$ cat src/ppr_pkg.sv
package ppr_pkg;
  // register byte address map (array entries at base + index * 4)
  localparam int  PPR_NUM_IN      = 20;
  localparam int  PPR_NUM_PIN     = 24;
  localparam int  PPR_NUM_PERIPH  = 64;
  localparam logic [11:0] PPR_IN_BASE   = 12'h000;
  localparam logic [11:0] PPR_OUT_BASE  = 12'h080;
  localparam logic [11:0] PPR_LOCK_ADDR = 12'h100;
  localparam logic [11:0] PPR_CFG_ADDR  = 12'h104;
  localparam logic [11:0] PPR_PORT_ADDR = 12'h108;
  localparam logic [11:0] PPR_DIR_ADDR  = 12'h10c;
  localparam logic [11:0] PPR_LAT_ADDR  = 12'h110;
  localparam logic [11:0] PPR_ANA_ADDR  = 12'h114;
  // selector fields
  localparam int  PPR_IN_PORT_MSB = 4;
  localparam int  PPR_IN_PORT_LSB = 3;
  localparam int  PPR_IN_PIN_MSB  = 2;
  localparam logic [1:0] PPR_PORT_RSVD = 2'h3;
  localparam logic [5:0] PPR_SRC_LATCH = 6'h00;
  localparam int  PPR_LOCK_BIT    = 0;
  localparam logic [7:0] PPR_KEY1 = 8'h55;
  localparam logic [7:0] PPR_KEY2 = 8'hAA;
  // output codes of peripherals that own the driver
  localparam logic [5:0] PPR_SRC_UART_LO = 6'h13;
  localparam logic [5:0] PPR_SRC_UART_HI = 6'h18;
  localparam logic [5:0] PPR_SRC_I2C_LO  = 6'h21;
  localparam logic [5:0] PPR_SRC_I2C_HI  = 6'h24;
  localparam logic [4:0] PPR_IN_RESET [PPR_NUM_IN] = '{
    5'h08, 5'h09, 5'h0a, 5'h04, 5'h10, 5'h0d, 5'h10, 5'h10, 5'h12, 5'h0c,
    5'h13, 5'h15, 5'h0f, 5'h12, 5'h11, 5'h0d, 5'h08, 5'h10, 5'h11, 5'h08};
  typedef enum logic [1:0] {PPR_KEY_IDLE, PPR_KEY_GOT1, PPR_KEY_OPEN} ppr_key_t;
endpackage

$ cat src/ppr_if.sv
interface ppr_if;
  import ppr_pkg::*;
  logic [23:0] pin_level;
  logic [23:0] pin_out;
  logic [23:0] pin_oe;
  logic [19:0] periph_in;
  logic [63:0] periph_out;
  logic [63:0] periph_oe;
  modport router (input pin_level, input periph_out, input periph_oe,
                  output pin_out, output pin_oe, output periph_in);
  modport periph (output pin_level, output periph_out, output periph_oe,
                  input pin_out, input pin_oe, input periph_in);
endinterface

$ cat src/ppr_router.sv
// Overview of operation
// many inputs may share one pin
// port read returns true pin level
// software clears analog select before routing
// one common port/pin input encoding
// one common output source encoding
// direction bit controls driver normally
// uart and i2c override direction bit
// bidirectional signals use same pin
// lock blocks all selector writes
// lock change needs 55h then AAh
// bit-0 change right after second key
// one-shot mode: one clear, one set
// one-shot relock sticks until reset
// sleep leaves selections unchanged
// power-on restores defaults, others keep
// any reset releases one-shot lock; here only i_nrst releases it, i_npor alone does not
// input bits 7:5 zero, 4:3 port
// input bits 2:0 pin number
// input reset values encode default pins
// software avoids unavailable ports
// output zero selects port latch
// broken key sequence restarts, no change
//
// Chosen here: the APB interface to the registers and the placing of the registers.
module ppr_router
  import ppr_pkg::*;
(
  // clock and resets
  input  wire logic        i_clk_sys,
  input  wire logic        i_nrst,
  input  wire logic        i_npor,
  // mode and power
  input  wire logic        i_one_shot_lock_config,
  input  wire logic        i_sleep,
  // apb slave
  input  wire logic        i_psel,
  input  wire logic        i_penable,
  input  wire logic        i_pwrite,
  input  wire logic [11:0] i_paddr,
  input  wire logic [31:0] i_pwdata,
  output logic [31:0]      o_prdata,
  output logic             o_pready,
  output logic             o_pslverr,
  // status
  output logic             o_route_lock_bit,
  // link to peripherals and pins
  ppr_if.router            link
);
  logic [4:0]  in_sel_reg  [PPR_NUM_IN];
  logic [5:0]  out_sel_reg [PPR_NUM_PIN];
  logic [23:0] dir_reg;
  logic [23:0] lat_reg;
  logic [23:0] ana_reg;
  logic        lock_reg;
  logic        used_clear_reg;
  logic        stuck_reg;
  ppr_key_t    key_reg;
  logic [19:0] in_lvl;
  logic [23:0] dig_pins;
  logic        wr;
  logic        rd;
  logic        sel_wr_ok;
  logic        lock_wr;
  logic [7:0]  wb;
  logic [7:0]  in_idx;
  logic [7:0]  out_idx;
  logic        is_in;
  logic        is_out;
  logic        mapped;

  assign wr      = i_psel && i_penable && i_pwrite && o_pready;
  assign rd      = i_psel && !i_pwrite && !i_penable;
  assign wb      = i_pwdata[7:0];
  assign in_idx  = 8'((i_paddr - PPR_IN_BASE) >> 2);
  assign out_idx = 8'((i_paddr - PPR_OUT_BASE) >> 2);
  assign is_in   = (i_paddr < PPR_IN_BASE + 12'(PPR_NUM_IN * 4)) && (i_paddr[1:0] == 2'h0);
  assign is_out  = (i_paddr >= PPR_OUT_BASE) && (i_paddr < PPR_OUT_BASE + 12'(PPR_NUM_PIN * 4))
                   && (i_paddr[1:0] == 2'h0);
  assign mapped  = is_in || is_out || i_paddr == PPR_LOCK_ADDR || i_paddr == PPR_CFG_ADDR
                   || i_paddr == PPR_PORT_ADDR || i_paddr == PPR_DIR_ADDR
                   || i_paddr == PPR_LAT_ADDR || i_paddr == PPR_ANA_ADDR;
  // sleep does not gate writes or state; selections simply hold
  assign sel_wr_ok = wr && !lock_reg;
  assign lock_wr   = wr && i_paddr == PPR_LOCK_ADDR;

  // analog pins feed no digital level
  assign dig_pins = link.pin_level & ~ana_reg;

  genvar g;
  generate
    for (g = 0; g < PPR_NUM_IN; g++)
    begin : g_in
      ppr_in_mux u_mux
      (
        .i_sel   (in_sel_reg[g]),
        .i_pins  (dig_pins),
        .o_level (in_lvl[g])
      );
    end
  endgenerate

  always_ff @(posedge i_clk_sys)
  begin
    link.periph_in <= in_lvl;
  end

  // output routing: code 0 is the latch, uart/i2c own the driver
  always_ff @(posedge i_clk_sys)
  begin
    for (int p = 0; p < PPR_NUM_PIN; p++)
    begin
      if (out_sel_reg[p] == PPR_SRC_LATCH)
        link.pin_out[p] <= lat_reg[p];
      else
        link.pin_out[p] <= link.periph_out[out_sel_reg[p]];
      if ((out_sel_reg[p] >= PPR_SRC_UART_LO && out_sel_reg[p] <= PPR_SRC_UART_HI)
          || (out_sel_reg[p] >= PPR_SRC_I2C_LO && out_sel_reg[p] <= PPR_SRC_I2C_HI))
        link.pin_oe[p] <= link.periph_oe[out_sel_reg[p]];
      else
        link.pin_oe[p] <= dir_reg[p];
    end
  end

  // selectors only answer to power-on reset
  always_ff @(posedge i_clk_sys)
  begin
    if (!i_npor)
    begin
      for (int k = 0; k < PPR_NUM_IN; k++)
        in_sel_reg[k] <= PPR_IN_RESET[k];
      for (int k = 0; k < PPR_NUM_PIN; k++)
        out_sel_reg[k] <= PPR_SRC_LATCH;
    end
    else if (sel_wr_ok)
    begin
      if (is_in)
        in_sel_reg[5'(in_idx)] <= wb[4:0]; // see R4
      if (is_out)
        out_sel_reg[5'(out_idx)] <= wb[5:0];
    end
  end

  always_ff @(posedge i_clk_sys)
  begin
    if (!i_nrst)
    begin
      // holds driver enables: all pins start as inputs, no driver on
      dir_reg <= 24'h00_0000;
      lat_reg <= 24'h00_0000;
      ana_reg <= 24'hff_ffff;
    end
    else if (wr)
    begin
      if (i_paddr == PPR_DIR_ADDR)
        dir_reg <= ~i_pwdata[23:0];
      if (i_paddr == PPR_LAT_ADDR)
        lat_reg <= i_pwdata[23:0];
      if (i_paddr == PPR_ANA_ADDR)
        ana_reg <= i_pwdata[23:0];
    end
  end

  // key sequence: any other lock-register write restarts it
  always_ff @(posedge i_clk_sys)
  begin
    if (!i_nrst)
      key_reg <= PPR_KEY_IDLE;
    else if (lock_wr)
    begin
      case (key_reg)
        PPR_KEY_IDLE: key_reg <= (wb == PPR_KEY1) ? PPR_KEY_GOT1 : PPR_KEY_IDLE;
        PPR_KEY_GOT1: key_reg <= (wb == PPR_KEY2) ? PPR_KEY_OPEN : PPR_KEY_IDLE;
        PPR_KEY_OPEN: key_reg <= (wb == PPR_KEY1) ? PPR_KEY_GOT1 : PPR_KEY_IDLE;
        default:      key_reg <= PPR_KEY_IDLE;
      endcase
    end
  end

  // lock bit survives non-power-on resets like the selections it guards
  always_ff @(posedge i_clk_sys)
  begin
    if (!i_npor)
      lock_reg <= 1'b0;
    else if (lock_wr && key_reg == PPR_KEY_OPEN && !stuck_reg)
    begin
      if (!(i_one_shot_lock_config && used_clear_reg && !wb[PPR_LOCK_BIT]))
        lock_reg <= wb[PPR_LOCK_BIT];
    end
  end

  // one-shot tracking, released by the i_nrst reset only (power-on reset alone on i_npor leaves it)
  always_ff @(posedge i_clk_sys)
  begin
    if (!i_nrst)
    begin
      used_clear_reg <= 1'b0;
      stuck_reg      <= 1'b0;
    end
    else if (lock_wr && key_reg == PPR_KEY_OPEN && i_one_shot_lock_config && !stuck_reg)
    begin
      if (!wb[PPR_LOCK_BIT])
        used_clear_reg <= 1'b1;
      else if (used_clear_reg)
        stuck_reg <= 1'b1;
    end
  end

  always_ff @(posedge i_clk_sys)
  begin
    if (!i_nrst)
    begin
      o_prdata  <= 32'h0000_0000;
      o_pready  <= 1'b0;
      o_pslverr <= 1'b0;
    end
    else
    begin
      o_pready  <= i_psel && !i_penable;
      o_pslverr <= i_psel && !i_penable && !mapped;
      if (rd)
      begin
        o_prdata <= 32'h0000_0000;
        if (is_in)
          o_prdata <= {27'h000_0000, in_sel_reg[5'(in_idx)]};
        else if (is_out)
          o_prdata <= {26'h000_0000, out_sel_reg[5'(out_idx)]};
        else if (i_paddr == PPR_LOCK_ADDR)
          o_prdata <= {31'h0000_0000, lock_reg};
        else if (i_paddr == PPR_CFG_ADDR)
          o_prdata <= {30'h0000_0000, stuck_reg, used_clear_reg};
        else if (i_paddr == PPR_PORT_ADDR)
          o_prdata <= {8'h00, link.pin_level};
        else if (i_paddr == PPR_DIR_ADDR)
          o_prdata <= {8'h00, ~dir_reg};
        else if (i_paddr == PPR_LAT_ADDR)
          o_prdata <= {8'h00, lat_reg};
        else if (i_paddr == PPR_ANA_ADDR)
          o_prdata <= {8'h00, ana_reg};
      end
    end
  end

  always_ff @(posedge i_clk_sys)
  begin
    o_route_lock_bit <= lock_reg;
  end
endmodule

$ cat src/ppr_in_mux.sv
module ppr_in_mux
  import ppr_pkg::*;
(
  // selector and pins
  input  wire logic [4:0]  i_sel,
  input  wire logic [23:0] i_pins,
  // selected level
  output logic             o_level
);
  // reserved port reads low; every input may name any pin at once
  always_comb
  begin
    if (i_sel[PPR_IN_PORT_MSB:PPR_IN_PORT_LSB] == PPR_PORT_RSVD)
      o_level = 1'b0;
    else
      o_level = i_pins[i_sel]; // see R4
  end
endmodule

$ cat src/flat_wrapper.sv
// flat-port wrapper written by rule: the top's interface ports become plain ports
module ppr_router_flat import ppr_pkg::*;
  (i_clk_sys, i_nrst, i_npor, i_one_shot_lock_config, i_sleep, i_psel, i_penable, i_pwrite, i_paddr, i_pwdata, o_prdata, o_pready, o_pslverr, o_route_lock_bit, link_pin_level, link_periph_out, link_periph_oe, link_pin_out, link_pin_oe, link_periph_in);
  ppr_if link_i ();
  input  wire logic i_clk_sys;
  input  wire logic i_nrst;
  input  wire logic i_npor;
  input  wire logic i_one_shot_lock_config;
  input  wire logic i_sleep;
  input  wire logic i_psel;
  input  wire logic i_penable;
  input  wire logic i_pwrite;
  input  wire logic [11:0] i_paddr;
  input  wire logic [31:0] i_pwdata;
  output logic [31:0] o_prdata;
  output logic o_pready;
  output logic o_pslverr;
  output logic o_route_lock_bit;
  input wire logic [$bits(link_i.pin_level)-1:0] link_pin_level;
  input wire logic [$bits(link_i.periph_out)-1:0] link_periph_out;
  input wire logic [$bits(link_i.periph_oe)-1:0] link_periph_oe;
  output wire logic [$bits(link_i.pin_out)-1:0] link_pin_out;
  output wire logic [$bits(link_i.pin_oe)-1:0] link_pin_oe;
  output wire logic [$bits(link_i.periph_in)-1:0] link_periph_in;
  assign link_i.pin_level = link_pin_level;
  assign link_i.periph_out = link_periph_out;
  assign link_i.periph_oe = link_periph_oe;
  assign link_pin_out = link_i.pin_out;
  assign link_pin_oe = link_i.pin_oe;
  assign link_periph_in = link_i.periph_in;
  ppr_router u_core (.i_clk_sys(i_clk_sys), .i_nrst(i_nrst), .i_npor(i_npor), .i_one_shot_lock_config(i_one_shot_lock_config), .i_sleep(i_sleep), .i_psel(i_psel), .i_penable(i_penable), .i_pwrite(i_pwrite), .i_paddr(i_paddr), .i_pwdata(i_pwdata), .o_prdata(o_prdata), .o_pready(o_pready), .o_pslverr(o_pslverr), .o_route_lock_bit(o_route_lock_bit), .link(link_i));
endmodule
$ cat config.mk
export PLATFORM = sky130hd
export DESIGN_NAME = ppr_router_flat
export DESIGN_NICKNAME = d
export VERILOG_FILES = /design/src/ppr_pkg.sv /design/src/ppr_if.sv /design/src/ppr_router.sv /design/src/ppr_in_mux.sv /design/src/flat_wrapper.sv
export SDC_FILE = /design/constraint.sdc
export NUM_CORES = 2
export LEC_CHECK = 0
export BUFFER_PORTS_ARGS = -buffer_cell sky130_fd_sc_hd__buf_4
export CORE_MARGIN = 5
export CORE_UTILIZATION = 28
export DETAILED_ROUTE_END_ITERATION = 7
export GPL_TIMING_DRIVEN = 0
export PLACE_DENSITY_LB_ADDON = 0.15
export SLEW_MARGIN = 10
export SYNTH_ARGS = -nofsm -noshare
export SYNTH_HDL_FRONTEND = slang
export SYNTH_SLANG_ARGS = --single-unit
$ cat constraint.sdc
create_clock -name i_clk_sys -period 7.35 [get_ports i_clk_sys]
set_input_delay 0.735 -clock i_clk_sys [delete_from_list [all_inputs] [get_ports i_clk_sys]]
set_output_delay 0.735 -clock i_clk_sys [all_outputs]
set_load 0.005 [all_outputs]
==> out/qor.yml <==
sta:
  slew_headroom_pct: 2.05
  drv_slew: 0
  fin_ws_ns: 3.09
  final.setup_skew_ns: 0.0268
  worstMarginPinSlew_ns: 1.47
  finalCriticalPeriod_ns: 4.26
  fmax_mhz: 235
  rsz0062_at_grt: "no"
  setup_viol: 0
  fin_crit_sh_pct: 58.0
  hold_viol: 0
  tns_ns: 0
clock_network:
  h-tree-depth: 2
  clock_sinks: 444
  insertion_delay_ns: 0.72
  root_buffer: "clkbuf_16"
  cts_resized: 0
  cts_hold_buf: 0
  cts_tree: "done"
  path_clk_slew_ns: 0.06
  post-cts-setup-buffers: 0
  cts_buffer_depth: 3
  cts_buffers: 57
route:
  wl_um: 284000
  drtPass1Iterations: 7
  detail-route-antenna-nets: 0
  route.detailed.drc: 0
  via_count: 44200
  dr_wl_met2_um: 119000
  dr.max_layer_used: "met5"
  wl_met1_um: 107000
  wl_per_cell_um: 43.8
  route.met3.wl_um: 36300
  drtIter0Drc: 7354
  post_drt_via_cell_ratio: 6.83
hold_path:
  hold_class: "in -> reg"
global_routing:
  grt_max_degree: 18
  grt.total_usage_pct: 31.3
  grt_pass1_vias: 41900
  grt_pass1_wl_um: 375000
  grt_overflow: 0
  antenna_found_initial: 19
floorplanning:
  ios: 307
  die_h_um: 419
  start_util_pct: 28.1
  core_area_mm2: 0.167
  dieArea_mm2: 0.175
  num_rows: 150
  die_w_um: 419
pwr:
  seqPwrFrac_pct: 36.1
  cellPowerDensity_mw_per_mm2: 143
  p_clk_share_pct: 38.1
  p_switching_mw: 2.56
  p_int_mw: 5.13
  comb_power_share_pct: 25.7
  p_leak_nw: 16.7
  max-vdd-ir-drop_mv: 0.189
  switching_share_pct: 33.3
place:
  dp_slack_ns: 2.64
  port_buffers: 282
  dp_hpwl_um: 224000
  finalWeightedCongestion: 1.08
critical_path:
  end_kind: "flip-flop"
  crit_required_ns: 7.67
  start_kind: "input port"
  worst_ep_arrival_time_ns: 4.58
  crit_type: "in -> reg"
  path_max_fanout: 10
synthesis:
  ys_ff_latch: 444
  yosys_warnings: 0
  synthesis.area_mm2: 0.0468
  synth_edf_count: 272
  synthArstFlopShare_pct: 0
  syn_inst: 3824
  ys.flop_type: "edfxtp_1"
  yosysUniqueCellTypes: 79
  avgSynthCellArea_um2: 12.2
  yosysSeqAreaShare_pct: 24.8
finish:
  drive_above_1_share_pct: 35.1
  final_core_util_pct: 32.2
  num-nets-final: 4405
  final_cell_mix: "mux4_2, clkbuf_1, buf_4"
  fill_cells: 17000
  largest_reg_flops: 152
  area_growth_pct: 14.9
  layout_commonest_cell: "mux4_2"
run:
  maxCapViolCount: 0
status:
  outcome: "complete, no violations"
## cell families after synthesis
logic type,count (synthesis),synth area share (%)
xor gates and xnor gates,21,0.393
and+or+nand+nor,977,10.7
other,1,0.00802
AOI/OAI and AO/OA,564,8.46
DFF,444,24.8
muxes,1123,49.6
buffers and inverters,694,6.10
## worst max-delay path: stages
cell      delay, ns
buf_4          0.20
buf_2          0.41
buf_2          0.58
buf_2          0.63
nand3_1        0.50
clkbuf_1       0.46
o21ai_0        1.01
## layer usage
layer,global-route usage (%),vias to the layer above
li1,-,16300
met1,40.9,23400
met2,45.3,3802
met3,10.7,684
met4,17.5,6
met5,0.333,-
## layout make-up
type	instances	area, um^2	share of cell area, %
flip-flops and latches	444	11600	21.6
inverters	29	109	0.203
plain buffers	665	2750	5.11
clock inverters	29	295	0.550
repair buffers	283	2120	3.95
diodes	16	40.0	0.0745
clock buffers	78	1600	2.98
well taps	2204	2760	5.13
multi-input cells	2721	32400	60.4
## Yosys cell counts, drive strengths merged (18+ instances only)
cell type  number  area (um^2)
mux4          952        21400
clkbuf        512         1920
edfxtp        272         8170
nand2         244          916
dfxtp         172         3440
mux2i         156         1560
nor3          154          776
buf           153          821
nor2          150          568
and2           99          619
o21ai          95          475
nor2b          92          576
a21oi          91          455
nand3          85          430
a22oi          57          428
nand2b         51          319
a21boi         39          293
o22ai          38          238
a211oi         34          255
inv            28          105
o211a          23          230
a21o           21          158
o211ai         20          150
xnor2          19          166
o2bb2ai        18          158
## stage by stage
stage	power, mW	instance area [um^2]	std cells	hold slack (ns)
3_3_place_gp	4.71	51800	6345	0.450
6_report	7.69	53700	6469	0.272
5_1_grt	7.83	53700	6454	0.268
3_5_place_dp	4.72	51800	6346	0.453
2_1_floorplan	3.87	46900	3859	0.364
4_1_cts	7.65	53700	6453	0.240
## path summary, 6_finish.rpt
check,startpoint,end,slack [ns],cells after the start
hold / removal,i_pwdata[17],u_core.ana_reg[17],0.27,3
setup reg to reg,u_core.o_pready,u_core.out_sel_reg[11][2],3.28,6
hold reg to reg,u_core.o_prdata[22],u_core.o_prdata[22],0.46,2
setup / recovery,i_paddr[3],u_core.out_sel_reg[11][2],3.09,7
## power by group through the flow
| stage | clock [mW] | combinational [mW] | sequential (mW) |
|---|---|---|---|
| final | 2.93 | 1.98 | 2.78 |
| after global routing | 3.06 | 1.99 | 2.78 |
| after CTS | 2.98 | 1.89 | 2.78 |
| after detailed placement | 0 | 1.89 | 2.83 |
| after global placement | 0 | 1.88 | 2.83 |
| after floorplan | 0 | 1.08 | 2.79 |
Power figures use the tool's default switching activity.
